`config.mk`:
```
export PLATFORM = sky130hd
export DESIGN_NAME = ppp_port
export DESIGN_NICKNAME = d
export VERILOG_FILES = /design/src/hw/ppp_pkg.sv /design/src/hw/ppp_port.sv
export SDC_FILE = /design/constraint.sdc
export NUM_CORES = 1
export LEC_CHECK = 0
export BUFFER_PORTS_ARGS = -buffer_cell sky130_fd_sc_hd__buf_2
export CAP_MARGIN = 20
export CORE_UTILIZATION = 61
export CTS_BUF_LIST = sky130_fd_sc_hd__clkbuf_4 sky130_fd_sc_hd__clkbuf_8
export DETAILED_ROUTE_END_ITERATION = 12
export GPL_TIMING_DRIVEN = 0
export PLACE_DENSITY_LB_ADDON = 0.15
export SLEW_MARGIN = 5
export SYNTH_ARGS = -nofsm -noshare
export SYNTH_HDL_FRONTEND = slang
export SYNTH_SLANG_ARGS = --single-unit
```
`constraint.sdc`:
```
create_clock -name CLK_IN -period 3 [get_ports CLK_IN]
set_input_delay 0.45 -clock CLK_IN [delete_from_list [all_inputs] [get_ports CLK_IN]]
set_output_delay 0.45 -clock CLK_IN [all_outputs]
set_load 0.02 [all_outputs]
```
`src/hw/ppp_pkg.sv`:
```
// Purpose: Shared constants and types of the parallel printer port
// Assumes: 32-bit AXI4-Lite register bus, 200 MHz core clock
// Notes:   Offsets are byte addresses of aligned words
package ppp_pkg;
    localparam int unsigned CLK_MHZ      = 200;
    localparam int unsigned STB_SLOW_NS  = 1000;
    localparam int unsigned STB_FAST_NS  = 250;
    localparam int unsigned ADDR_W       = 8;

    localparam logic [7:0] OFF_DATA      = 8'h00;
    localparam logic [7:0] OFF_CTRL      = 8'h04;
    localparam logic [7:0] OFF_PINS      = 8'h08;
    localparam logic [7:0] OFF_MODE      = 8'h0c;
    localparam logic [7:0] OFF_ISTAT     = 8'h10;
    localparam logic [7:0] OFF_IMASK     = 8'h14;

    localparam int unsigned CTL_DIR      = 0;
    localparam int unsigned CTL_AUTO     = 1;
    localparam int unsigned CTL_FAST     = 2;
    localparam int unsigned CTL_MSTB     = 3;
    localparam int unsigned CTL_INIT     = 4;
    localparam int unsigned CTL_W        = 5;
    localparam int unsigned PIN_BUSY     = 5;
    localparam int unsigned NSTAT        = 5;

    localparam logic [4:0] CTRL_RST      = 5'h00;
    localparam logic [9:0] MODE_RST      = 10'h000;
    localparam logic [4:0] MASK_RST      = 5'h00;
    localparam logic [7:0] DATA_RST      = 8'h00;

    localparam logic [1:0] RESP_OKAY     = 2'h0;
    localparam logic [1:0] RESP_SLVERR   = 2'h2;

    // Interrupt condition per status input
    typedef enum logic [1:0] {
        PPP_HIGH = 2'h0,
        PPP_LOW  = 2'h1,
        PPP_FALL = 2'h2,
        PPP_RISE = 2'h3
    } ppp_cond_t;
endpackage

```
`src/hw/ppp_port.sv`:
```
// Purpose: Parallel printer / general parallel I/O port, AXI4-Lite slave
// Assumes: Pins are asynchronous and pass two flops; one clock domain
// Notes:   Status order 0 ack_n, 1 fault_n, 2 occupied, 3 select, 4 empty
//
// Behaviour
// RQ1 - One 8-bit data port, input or output
// RQ2 - One direction bit for all data pins
// RQ3 - Two control outputs, five status inputs
// RQ4 - Printer pin roles: ack, fault, busy, strobe
// RQ5 - Printer port or general parallel I/O
// RQ6 - Each status input raises interrupt independently
// RQ7 - Per input: high, low, fall, rise
// RQ8 - Auto mode: data write pulses strobe low
// RQ9 - Fast bit selects one of two widths
// RQ10 - Manual mode: strobe pin follows control bit
// RQ11 - Edges latch; levels request while present
// RQ12 - No retrigger during pulse; ends on time
//
// Added by the designer: the AXI4-Lite register port and the register offsets.
`timescale 1ns/10ps
`default_nettype none
module ppp_port
    import ppp_pkg::*;
#(
    parameter int unsigned SLOW_NS = STB_SLOW_NS,
    parameter int unsigned FAST_NS = STB_FAST_NS
) (
    input  wire logic              CLK_IN,
    input  wire logic              RSTN_IN,
    input  wire logic              CE_IN,
    input  wire logic [ADDR_W-1:0] AWADDR_IN,
    input  wire logic              AWVALID_IN,
    output var  logic              AWREADY_OUT,
    input  wire logic [31:0]       WDATA_IN,
    input  wire logic [3:0]        WSTRB_IN,
    input  wire logic              WVALID_IN,
    output var  logic              WREADY_OUT,
    output var  logic [1:0]        BRESP_OUT,
    output var  logic              BVALID_OUT,
    input  wire logic              BREADY_IN,
    input  wire logic [ADDR_W-1:0] ARADDR_IN,
    input  wire logic              ARVALID_IN,
    output var  logic              ARREADY_OUT,
    output var  logic [31:0]       RDATA_OUT,
    output var  logic [1:0]        RRESP_OUT,
    output var  logic              RVALID_OUT,
    input  wire logic              RREADY_IN,
    input  wire logic [7:0]        DATA_IN,
    output var  logic [7:0]        DATA_OUT,
    output var  logic              DATA_OE_OUT,
    input  wire logic              ACK_N_IN,
    input  wire logic              FAULT_N_IN,
    input  wire logic              PRINTER_OCCUPIED_IN,
    input  wire logic              SELECT_IN,
    input  wire logic              MEDIA_EMPTY_IN,
    output var  logic              STROBE_N_OUT,
    output var  logic              PRINTER_INIT_PULSE_N_OUT,
    output var  logic              IRQ_OUT
);
    // Least times round up, never below one cycle
    localparam int unsigned SLOW_C = (SLOW_NS * CLK_MHZ + 999) / 1000;
    localparam int unsigned FAST_C = (FAST_NS * CLK_MHZ + 999) / 1000;
    localparam logic [15:0] SLOW_LEN = 16'((SLOW_C < 1) ? 1 : SLOW_C);
    localparam logic [15:0] FAST_LEN = 16'((FAST_C < 1) ? 1 : FAST_C);

    function automatic logic mapped(input logic [ADDR_W-1:0] a);
        mapped = (a == OFF_DATA) || (a == OFF_CTRL) || (a == OFF_PINS) ||
                 (a == OFF_MODE) || (a == OFF_ISTAT) || (a == OFF_IMASK);
    endfunction

    function automatic logic [31:0] merge(input logic [31:0] old,
                                          input logic [31:0] nw,
                                          input logic [3:0]  be);
        logic [31:0] r;
        r = old;
        for (int i = 0; i < 4; i++) begin
            if (be[i]) begin
                r[i*8 +: 8] = nw[i*8 +: 8];
            end
        end
        merge = r;
    endfunction

    function automatic logic hit(input logic [1:0] m, input logic cur,
                                 input logic prev);
        unique case (ppp_cond_t'(m))
            PPP_HIGH: hit = cur;
            PPP_LOW:  hit = !cur;
            PPP_FALL: hit = prev && !cur;
            PPP_RISE: hit = !prev && cur;
        endcase
    endfunction

    logic              awready_q, wready_q, bvalid_q, arready_q, rvalid_q;
    logic [ADDR_W-1:0] awaddr_q;
    logic [31:0]       wdata_q, rdata_q;
    logic [3:0]        wstrb_q;
    logic [1:0]        bresp_q, rresp_q;
    logic [7:0]        dout_q, din_s1_q, din_s2_q;
    logic [4:0]        st_s1_q, st_s2_q, st_s3_q;
    logic [CTL_W-1:0]  ctrl_q;
    logic [9:0]        mode_q;
    logic [4:0]        mask_q, istat_q, istat_d, ev;
    logic              pulse_q, strobe_n_q, oe_q, init_n_q, irq_q;
    logic [15:0]       cnt_q, len;
    logic              wr_go, rd_go, wr_data, start, clr_ist;
    logic [31:0]       rd_mux;

    assign wr_go   = !awready_q && !wready_q && !bvalid_q;
    assign rd_go   = ARVALID_IN && arready_q;
    assign wr_data = wr_go && (awaddr_q == OFF_DATA);
    assign start   = wr_data && ctrl_q[CTL_AUTO] && !pulse_q; // RQ8 RQ12
    assign len     = ctrl_q[CTL_FAST] ? FAST_LEN : SLOW_LEN;  // RQ9
    assign clr_ist = rd_go && (ARADDR_IN == OFF_ISTAT);

    // Write channel: address and data taken in either order
    always_ff @(posedge CLK_IN or negedge RSTN_IN) begin
        if (!RSTN_IN) begin
            awready_q <= 1'b1;
            wready_q  <= 1'b1;
            bvalid_q  <= 1'b0;
            bresp_q   <= RESP_OKAY;
            awaddr_q  <= '0;
            wdata_q   <= '0;
            wstrb_q   <= '0;
        end else if (CE_IN) begin
            if (AWVALID_IN && awready_q) begin
                awready_q <= 1'b0;
                awaddr_q  <= AWADDR_IN;
            end
            if (WVALID_IN && wready_q) begin
                wready_q <= 1'b0;
                wdata_q  <= WDATA_IN;
                wstrb_q  <= WSTRB_IN;
            end
            if (wr_go) begin
                bvalid_q <= 1'b1;
                bresp_q  <= mapped(awaddr_q) ? RESP_OKAY : RESP_SLVERR;
            end
            if (bvalid_q && BREADY_IN) begin
                bvalid_q  <= 1'b0;
                awready_q <= 1'b1;
                wready_q  <= 1'b1;
            end
        end
    end

    always_comb begin
        rd_mux = 32'h0000_0000;
        unique case (ARADDR_IN)
            OFF_DATA:  rd_mux[7:0] = ctrl_q[CTL_DIR] ? dout_q : din_s2_q;
            OFF_CTRL:  rd_mux[CTL_W-1:0] = ctrl_q;
            OFF_PINS:  rd_mux[PIN_BUSY:0] = {pulse_q, st_s2_q};
            OFF_MODE:  rd_mux[9:0] = mode_q;
            OFF_ISTAT: rd_mux[4:0] = istat_q;
            OFF_IMASK: rd_mux[4:0] = mask_q;
            default:   rd_mux = 32'h0000_0000;
        endcase
    end

    // Read channel: one read at a time, answer one cycle after address
    always_ff @(posedge CLK_IN or negedge RSTN_IN) begin
        if (!RSTN_IN) begin
            arready_q <= 1'b1;
            rvalid_q  <= 1'b0;
            rdata_q   <= '0;
            rresp_q   <= RESP_OKAY;
        end else if (CE_IN) begin
            if (rd_go) begin
                arready_q <= 1'b0;
                rvalid_q  <= 1'b1;
                rdata_q   <= rd_mux;
                rresp_q   <= mapped(ARADDR_IN) ? RESP_OKAY : RESP_SLVERR;
            end else if (rvalid_q && RREADY_IN) begin
                rvalid_q  <= 1'b0;
                arready_q <= 1'b1;
            end
        end
    end

    // Software registers
    always_ff @(posedge CLK_IN or negedge RSTN_IN) begin
        if (!RSTN_IN) begin
            dout_q <= DATA_RST;
            ctrl_q <= CTRL_RST;
            mode_q <= MODE_RST;
            mask_q <= MASK_RST;
        end else if (CE_IN && wr_go) begin
            unique case (awaddr_q)
                OFF_DATA:  dout_q <= 8'(merge({24'h0, dout_q}, wdata_q,
                                              wstrb_q));
                OFF_CTRL:  ctrl_q <= CTL_W'(merge({27'h0, ctrl_q}, wdata_q,
                                                  wstrb_q));
                OFF_MODE:  mode_q <= 10'(merge({22'h0, mode_q}, wdata_q,
                                               wstrb_q));
                OFF_IMASK: mask_q <= 5'(merge({27'h0, mask_q}, wdata_q,
                                              wstrb_q));
                default:   ;
            endcase
        end
    end

    // Pin synchronisers; third stage only for edge detection
    always_ff @(posedge CLK_IN or negedge RSTN_IN) begin
        if (!RSTN_IN) begin
            din_s1_q <= '0;
            din_s2_q <= '0;
            st_s1_q  <= '0;
            st_s2_q  <= '0;
            st_s3_q  <= '0;
        end else if (CE_IN) begin
            din_s1_q <= DATA_IN;
            din_s2_q <= din_s1_q;
            st_s1_q  <= {MEDIA_EMPTY_IN, SELECT_IN, PRINTER_OCCUPIED_IN,
                         FAULT_N_IN, ACK_N_IN}; // RQ3 RQ4
            st_s2_q  <= st_s1_q;
            st_s3_q  <= st_s2_q;
        end
    end

    always_comb begin
        for (int i = 0; i < NSTAT; i++) begin
            ev[i] = hit(mode_q[2*i +: 2], st_s2_q[i], st_s3_q[i]); // RQ6 RQ7
        end
        // A new event beats the clear of the same read
        istat_d = (istat_q & ~{5{clr_ist}}) | ev; // RQ11
    end

    // Sticky status; a level keeps setting its bit while present
    always_ff @(posedge CLK_IN or negedge RSTN_IN) begin
        if (!RSTN_IN) begin
            istat_q <= '0;
            irq_q   <= 1'b0;
        end else if (CE_IN) begin
            istat_q <= istat_d;
            irq_q   <= |(istat_q & mask_q);
        end
    end

    // Strobe timer; writes during a pulse update data but do not restart
    always_ff @(posedge CLK_IN or negedge RSTN_IN) begin
        if (!RSTN_IN) begin
            pulse_q <= 1'b0;
            cnt_q   <= '0;
        end else if (CE_IN) begin
            if (start) begin
                pulse_q <= 1'b1;
                cnt_q   <= '0;
            end else if (pulse_q) begin
                if (cnt_q >= len - 16'h0001) begin
                    pulse_q <= 1'b0; // RQ12
                end else begin
                    cnt_q <= cnt_q + 16'h0001; // RQ9
                end
            end
        end
    end

    // Pin drivers
    always_ff @(posedge CLK_IN or negedge RSTN_IN) begin
        if (!RSTN_IN) begin
            strobe_n_q <= 1'b1;
            oe_q       <= 1'b0;
            init_n_q   <= 1'b1;
        end else if (CE_IN) begin
            strobe_n_q <= ctrl_q[CTL_AUTO] ? !pulse_q
                                           : !ctrl_q[CTL_MSTB]; // RQ8 RQ10
            oe_q       <= ctrl_q[CTL_DIR]; // RQ1 RQ2 RQ5
            init_n_q   <= !ctrl_q[CTL_INIT]; // RQ4
        end
    end

    assign AWREADY_OUT = awready_q;
    assign WREADY_OUT  = wready_q;
    assign BVALID_OUT  = bvalid_q;
    assign BRESP_OUT   = bresp_q;
    assign ARREADY_OUT = arready_q;
    assign RVALID_OUT  = rvalid_q;
    assign RDATA_OUT   = rdata_q;
    assign RRESP_OUT   = rresp_q;
    assign DATA_OUT    = dout_q;
    assign DATA_OE_OUT = oe_q;
    assign STROBE_N_OUT = strobe_n_q;
    assign PRINTER_INIT_PULSE_N_OUT = init_n_q;
    assign IRQ_OUT     = irq_q;
endmodule
`default_nettype wire
```
==> summary.txt, run 1 <==
Final layout
  – Share of cells above drive strength 1: 40.3%
  – Post-Layout Cell Count: 692
  – Commonest non-fill, non-tap cell in the layout: dfrtp_1
  – Inserted Diodes: 0
  – Nets: 649
  – Most frequent cells in the layout: 117 x dfrtp_1, 78 x mux2_2, 75 x buf_2
  – Fin util: 74.1%
  – Layout overhead on the synthesized area: 18.5%

Setup path
  – Crit end category: flip-flop
  – Worst r2r src: ctrl_q[2]
  – Flop2flop setup slack: 0.69 ns
  – CP Max Fanout: 7
  – Worst reg2reg path depth: 6
  – Worst setup SP type: flip-flop
  – Setup CP Type: flip-flop to flip-flop
  – Critical Path Max Stage Delay: 0.73 ns
  – Worst Path Arrival: 2.62 ns
  – Crit-path slowest cell: or4b_2
  – Worst r2r dst: cnt_q[8]
  – WP data required: 3.31 ns
  – Critical Path, Cell by Cell: inv_1 -> ha_1 -> a21oi_1 -> nor2_1 -> or4b_2 -> o31ai_1

Clock network
  – Worst skew pair latency: 0.41 ns
  – Clock Sink Count: 122
  – Depth of the CTS H-tree: 4
  – Clk buf depth: 2
  – Setup bufs post-CTS: 0
  – Clock transition at path regs: 0.08 ns
  – CTS root buf: clkbuf_8
  – Total CTS buffers: 17
  – CTS tree: done

Synthesis
  – XOR/XNOR share of the synthesized area: 0.305%
  – Main combinational cell family by area after synthesis: multiplexers
  – Synth Area in Adders: 1.52%
  – Cells after Synth: 449
  – Post-synthesis cell area: 5750 um2
  – Synth cell types: 51
  – Post-synth EDFFs: 0
  – Mux cell area share after synthesis: 22.6%
  – Yosys Warn Count: 0
  – Synthesized flop and latch total: 122
  – Complex-gate fraction of the synthesized area: 7.95%
  – Synth Area in Simple Gates: 9.77%
  – Ys flop type: dfrtp_1
  – Synthesized area per cell: 12.8 um2
  – Async S/R FF share, synth: 100%
  – Post-synthesis sequential area ratio: 53.2%

Global route
  – Vias in the first global route: 4068
  – Largest net degree at the start of global routing: 81
  – Aggregate global routing overflow: 0
  – First-pass GRT wire length: 20100 um
  – Initial antenna violation count: 0
  – Total GRT Usage: 27.0%

Min path
  – Worst hold path class: input pin to flip-flop
  – Hold_sp: WDATA_IN[2]
  – Hold Path Stages: 2
  – Worst hold endpoint: wdata_q[2]

Timing
  – Total negative slack: 0 ns
  – Fmax: 0.433 GHz
  – Hold Vio Cnt, Final: 0
  – RSZ-0062 raised after global routing: false
  – Pins Over Slew Limit: 0
  – Clock skew: 0.0103 ns
  – Endpoints failing setup: 0
  – Min cycle time layout: 2.31 ns
  – Slew margin rel.: 36.4%
  – Slew @ Worst Pin: 0.945 ns
  – Final Cycle Share: 77.0%

Detailed routing
  – Drc violations: 0
  – Routed vias: 4067
  – Total wire length: 12200 um
  – Detail Route Antenna Nets: 0
  – Drt pass-1 iters: 6
  – Wire per inst: 17.7 um
  – Avg Vias per Cell: 5.88
  – DRT iter0 DRCs: 233

Placement
  – Dpl cells: 660
  – Final HPWL DP: 8740 um
  – Routability Congestion: 0.875
  – PortBufs: 76

Floorplan
  – DIE WIDTH: 99.1 um
  – Std cell rows: 35
  – Die Y: 99.1 um
  – Initial core utilization: 62.5%
  – Num ports: 126
  – Total Die Area: 9810 um2
  – Core area: 9200 um2

Pwr
  – Peak VDD IR: 0.000428 V
  – LEAKAGE: 3.28 nW
  – Power density over the cells: 656 nW/um2

Flow run
  – Max_cap viols: 0

Run status
  – Outcome: completed
how the worst max path moves through the flow:
stage,to,slack [ns],startpoint
6_report,cnt_q[8],0.69,ctrl_q[2]
3_5_place_dp,RDATA_OUT[8],0.58,ARADDR_IN[1]
3_3_place_gp,awaddr_q[0],0.01,RSTN_IN
2_1_floorplan,istat_q[1],0.87,ARADDR_IN[1]
4_1_cts,cnt_q[8],0.71,ctrl_q[2]
5_1_grt,mode_q[7],0.57,awaddr_q[0]
per-stage QoR:
step | hold slack [ns] | instance area [um2] | total power, mW | setup slack [ns]
final | 0.262 | 6810 | 4.47 | 0.691
after global routing | 0.227 | 6810 | 4.66 | 0.570
after floorplan | 0.154 | 5830 | 2.66 | 0.873
after detailed placement | 0.394 | 6390 | 2.96 | 0.576
after global placement | 0.459 | 6350 | 2.90 | 0.0132
after CTS | 0.241 | 6810 | 4.49 | 0.707
cell type report:
type | instances | area [um2]
flip-flops and latches | 122 | 3060
repair buffers | 78 | 424
clock buffers | 18 | 248
inverters | 5 | 18.8
multi-input cells | 305 | 2510
clock inverters | 13 | 169
plain buffers | 40 | 244
fillers | 615 | 2380
well taps | 111 | 139
critical path: cells and delay by family, from the launching register on:
family	cells	cell delay, ns
and+or+nand+nor	2	0.86
DFF	1	0.54
AOI/OAI and AO/OA	2	0.37
buffers and inverters	1	0.12
adders and majority gates	1	0.33
synthesized netlist by cell type (all sizes together) (3+ instances only):
master / instances / area, um2
dfrtp: 117 / 2930
mux2: 86 / 998
buf: 27 / 195
o21ai: 24 / 120
nand2: 22 / 82.6
mux2i: 21 / 210
nand3: 14 / 70.1
clkbuf: 13 / 48.8
nor2: 8 / 30.0
nor2b: 8 / 50.1
ha: 7 / 87.6
nor4: 7 / 43.8
a22o: 6 / 52.6
o21bai: 6 / 45.0
o31ai: 6 / 45.0
a21oi: 5 / 25.0
and3: 5 / 31.3
dfstp: 5 / 131
inv: 5 / 18.8
a22oi: 4 / 30.0
mux4: 4 / 90.1
nand3b: 4 / 30.0
nand4: 4 / 25.0
nor3: 4 / 20.0
o2bb2ai: 4 / 35.0
a31oi: 3 / 18.8
and4b: 3 / 30.0
o211ai: 3 / 22.5
logic make-up after synthesis:
family,after synthesis
flip-flops,122
multiplexers,111
AND/OR/NAND/NOR,93
AO/OA/AOI/OAI,68
buffers and inverters,45
adder cells (fa/ha/maj),7
XOR/XNOR,2
other,1
state kept, by name (all words and copies together) (netlist names), 2 cells and up:
name,cells
cnt_q,16
RDATA_OUT,10
mode_q,10
wdata_q,10
DATA_OUT,8
awaddr_q,8
din_s1_q,8
din_s2_q,8
ctrl_q,5
istat_q,5
mask_q,5
st_s1_q,5
st_s2_q,5
st_s3_q,5
wstrb_q,2
timing repair:
action,CTS,global route
hold buffers,1,0
resized for setup,0,0
hold endpoints to repair,41,0
where the power goes:
group / switching (mW) / internal [mW] / leakage [nW]
sequential: 0.285 / 1.92 / 1.54
clock: 0.673 / 0.849 / 0.210
combinational: 0.347 / 0.397 / 1.53
per-layer routing:
metal | GRT usage (%) | up-vias | routed length (um)
met2 | 42.5 | 152 | 5780
met5 | 0 | - | 0
met1 | 36.6 | 2040 | 5540
met4 | 10.9 | 0 | 141
li1 | - | 1860 | -
met3 | 6.24 | 15 | 750
(Power assumes the default switching activity.)
==> inputs of run 2 (changes only) <==
--- a/config.mk
+++ b/config.mk
@@ -5,9 +5,10 @@
 export SDC_FILE = /design/constraint.sdc
 export NUM_CORES = 1
 export LEC_CHECK = 0
+export ABC_AREA = 1
 export BUFFER_PORTS_ARGS = -buffer_cell sky130_fd_sc_hd__buf_2
 export CAP_MARGIN = 20
-export CORE_UTILIZATION = 61
+export CORE_UTILIZATION = 51
 export CTS_BUF_LIST = sky130_fd_sc_hd__clkbuf_4 sky130_fd_sc_hd__clkbuf_8
 export DETAILED_ROUTE_END_ITERATION = 12
 export GPL_TIMING_DRIVEN = 0
==> constraint.sdc (replaced) <==
create_clock -name CLK_IN -period 1.86 [get_ports CLK_IN]
set_input_delay 0.279 -clock CLK_IN [delete_from_list [all_inputs] [get_ports CLK_IN]]
set_output_delay 0.279 -clock CLK_IN [all_outputs]
set_load 0.02 [all_outputs]
==> run 2 against run 1 <==
  * The flow now finishes with violations (DRC)
  * Cell area rose by 6.2%
  * Die area up 27%
  * Synthesized cell count rose by 70%
  * Routed wire length increased by 24%
  * Final cell count rose by 51%
==> summary.txt, run 2 <==
Synthesis
  – Yosys Warn Count: 0 (unchanged)
  – Top cells by area, synth: dfrtp_1 48%, nand2_1 15%, inv_1 5.7%, o21ai_0 5.6%, nand3_1 4.0% (was dfrtp_1 51%, mux2_2 15%, mux2i_1 3.7%, buf_4 3.3%, dfstp_2 2.3%)
  – Synthesized area per cell: 8.01 um2 (was 12.8 um2)
  – Top-area cell type share of the netlist area: 47.8% (was 50.9%)
  – Post-synthesis cell area: 6130 um2 (was 5750 um2)
  – Main combinational cell family by area after synthesis: simple AND/OR/NAND/NOR gates (was multiplexers)
  – Async S/R FF share, synth: 100% (unchanged)
  – Mux cell area share after synthesis: 0% (was 22.6%)
  – Cells after Synth: 765 (was 449)
  – Synth Area in Adders: 1.43% (was 1.52%)
  – Post-synthesis sequential area ratio: 49.9% (was 53.2%)
  – Count leader, synth: nand2_1 (was dfrtp_1)
  – Synthesized flop and latch total: 122 (unchanged)
  – Complex-gate fraction of the synthesized area: 11.6% (was 7.95%)
  – Post-synth EDFFs: 0 (unchanged)
  – Post-synth top cells: 248 x nand2_1, 117 x dfrtp_1, 93 x inv_1 (was 117 x dfrtp_1, 78 x mux2_2, 25 x buf_4)
  – Synth Area in Simple Gates: 26.0% (was 9.77%)
  – Cell taking the most area after synthesis: dfrtp_1 (unchanged)
  – Synth cell types: 42 (was 51)
  – Ys flop type: dfrtp_1 (unchanged)
  – XOR/XNOR share of the synthesized area: 0.143% (was 0.305%)

Timing
  – Pins Over Slew Limit: 0 (unchanged)
  – Final worst setup slack: 0.106 ns (was 0.691 ns)
  – Slew margin rel.: 60.1% (was 36.4%)
  – Final Cycle Share: 94.3% (was 77.0%)
  – Fmax: 0.570 GHz (was 0.433 GHz)
  – Min cycle time layout: 1.75 ns (was 2.31 ns)
  – Hold Vio Cnt, Final: 0 (unchanged)
  – Total negative slack: 0 ns (unchanged)
  – Endpoints failing setup: 0 (unchanged)
  – Slew @ Worst Pin: 0.599 ns (was 0.945 ns)
  – Final hold slack: 0.0241 ns (was 0.262 ns)
  – Clock skew: 0.00586 ns (was 0.0103 ns)

Setup path
  – WP data required: 2.19 ns (was 3.31 ns)
  – Worst reg2reg path depth: 10 (was 6)
  – Worst r2r src: ctrl_q[2] (unchanged)
  – CP Max Fanout: 6 (was 7)
  – Worst Path Arrival: 2.09 ns (was 2.62 ns)
  – Worst r2r dst: cnt_q[5] (was cnt_q[8])
  – CP startpoint: ctrl_q[2] (unchanged)
  – Worst setup SP type: flip-flop (unchanged)
  – Flop2flop setup slack: 0.11 ns (was 0.69 ns)
  – Setup CP Type: flip-flop to flip-flop (unchanged)
  – Crit path to: cnt_q[5] (was cnt_q[8])
  – Crit end category: flip-flop (unchanged)

Floorplan
  – Core area: 11600 um2 (was 9200 um2)
  – Initial core utilization: 53.0% (was 62.5%)
  – DIE WIDTH: 112 um (was 99.1 um)
  – Num ports: 126 (unchanged)
  – Std cell rows: 39 (was 35)
  – Total Die Area: 12500 um2 (was 9810 um2)
  – Die Y: 112 um (was 99.1 um)

Clock network
  – Depth of the CTS H-tree: 4 (unchanged)
  – Clock Sink Count: 122 (unchanged)
  – Clock transition at path regs: 0.07 ns (was 0.08 ns)
  – Clk buf depth: 2 (unchanged)
  – Total CTS buffers: 17 (unchanged)
  – Worst skew pair latency: 0.45 ns (was 0.41 ns)
  – CTS root buf: clkbuf_8 (unchanged)
  – CTS tree: done (unchanged)

Placement
  – Final HPWL DP: 11100 um (was 8740 um)
  – Routability Congestion: 0.930 (was 0.875)
  – DP Worst Slack: 0.0120 ns (was 0.576 ns)
  – PortBufs: 77 (was 76)
  – Dpl cells: 1009 (was 660)
  – Post-DP Area: 6820 um2 (was 6390 um2)

Run status
  – Failing checks: DRC
  – Outcome: finished with violations (was completed)

Final layout
  – Layout overhead on the synthesized area: 18.0% (was 18.5%)
  – Max FFs per register: 16 (unchanged)
  – Commonest non-fill, non-tap cell in the layout: nand2_1 (was dfrtp_1)
  – Nets: 968 (was 649)
  – Final Cell Area: 7230 um2 (was 6810 um2)
  – Fill cell count: 1024 (was 615)
  – Area of the multi-input gates: 2510 um2 (about the same)
  – Register area: 3060 um2 (about the same)
  – Most frequent cells in the layout: 247 x nand2_1, 116 x dfrtp_1, 93 x inv_1 (was 117 x dfrtp_1, 78 x mux2_2, 75 x buf_2)
  – Inserted Diodes: 0 (unchanged)
  – Share of cells above drive strength 1: 22.1% (was 40.3%)
  – Most flop-heavy register: cnt_q (unchanged)
  – Fin util: 62.6% (was 74.1%)
  – Post-Layout Cell Count: 1043 (was 692)

Global route
  – Largest net degree at the start of global routing: 90 (was 81)
  – GR Util met1: 36.9% (was 36.6%)
  – Vias in the first global route: 5164 (was 4068)
  – GRT busiest layer: met2 (unchanged)
  – Met3 usage: 5.17% (was 6.24%)
  – Met2 GRT Util: 39.6% (was 42.5%)
  – Aggregate global routing overflow: 0 (unchanged)
  – First-pass GRT wire length: 25400 um (was 20100 um)
  – Total GRT Usage: 26.3% (was 27.0%)
  – Initial antenna violation count: 0 (unchanged)

Flow run
  – Max_cap viols: 0 (unchanged)

Detailed routing
  – Routed vias: 5398 (was 4067)
  – Drc violations: 10 (was 0)
  – Total wire length: 15100 um (was 12200 um)
  – Wire per inst: 14.5 um (was 17.7 um)
  – DRT iter0 DRCs: 351 (was 233)
  – Drt pass-1 iters: 9 (was 6)
  – Detail Route Antenna Nets: 0 (unchanged)
  – Avg Vias per Cell: 5.18 (was 5.88)

Pwr
  – LEAKAGE: 3.86 nW (was 3.28 nW)
  – Final Power: 7.40 mW (was 4.47 mW)
  – Power density over the cells: 1020 nW/um2 (was 656 nW/um2)
  – Peak VDD IR: 0.000683 V (was 0.000428 V)

Min path
  – Worst hold path class: input pin to flip-flop (unchanged)
[run 2: changes by cell type after synthesis, moves of 10 or more]
cell	change
nand2_1	+226
inv_1	+88
mux2_2	-78
o21ai_0	+45
nand3_1	+35
nor2_1	+31
mux2i_1	-21
o21ai_2	+16
buf_2	+10
[run 2: cells by family (layout without fill, tap and decap cells)]
group | Yosys count | count (layout)
simple gates | 370 | 371
buf+inv | 142 | 253
compound gates | 122 | 122
flops | 122 | 122
fa+ha+maj | 7 | 7
other cells | 1 | 24
xor+xnor | 1 | 1
[run 2: what timing repair did]
item | CTS | global route
hold buffers | 1 | 0
gates cloned | 0 | 1
endpoints found under the hold margin | 33 | 0
pin swaps | 0 | 2
setup endpoints to repair | 1 | 8
gates resized for setup | 1 | 3
setup buffers | 0 | 1
[run 2: where the power goes]
| part | switching [mW] | leakage [nW] | internal, mW |
|---|---|---|---|
| Combinational | 1.14 | 2.14 | 0.552 |
| Sequential | 0.319 | 1.53 | 3.15 |
| Clock | 1.03 | 0.193 | 1.21 |
[run 2: worst min path at each step]
stage / start / end / slack, ns / depth (start not counted)
6_report: AWADDR_IN[2] / awaddr_q[2] / 0.02 / 3
5_1_grt: AWADDR_IN[2] / awaddr_q[2] / 0.02 / 3
4_1_cts: AWADDR_IN[2] / awaddr_q[2] / 0.0006 / 3
3_5_place_dp: RSTN_IN / cnt_q[2] / 0.19 / 1
3_3_place_gp: RDATA_OUT[5] / RDATA_OUT[5] / 0.46 / 2
2_1_floorplan: RSTN_IN / BRESP_OUT[1] / -0.02 / 0
[run 2: area by class of cell]
| class | count | area share (%) |
|---|---|---|
| flip-flops and latches | 122 | 42.3 |
| clock buffers | 26 | 4.86 |
| well taps | 143 | 2.47 |
| multi-input cells | 525 | 34.7 |
| clock inverters | 5 | 0.450 |
| plain buffers | 46 | 4.17 |
| inverters | 96 | 5.00 |
| repair buffers | 80 | 6.04 |
[run 2: per-layer routing]
layer | wire length, um | vias to the layer above
li1 | - | 2625
met1 | 6780 | 2514
met2 | 6750 | 222
met3 | 1110 | 37
met4 | 457 | 0
met5 | 0 | -
[run 2: worst max-delay path: stages (launching register included)]
cell and delay (ns):
dfrtp_2 0.44, inv_1 0.11, ha_1 0.31, nand2_1 0.10, nor2_2 0.06, a21oi_1 0.15
nand3_1 0.11, nand2_2 0.11, nand2_2 0.11, nand2_1 0.09, nand2_1 0.06
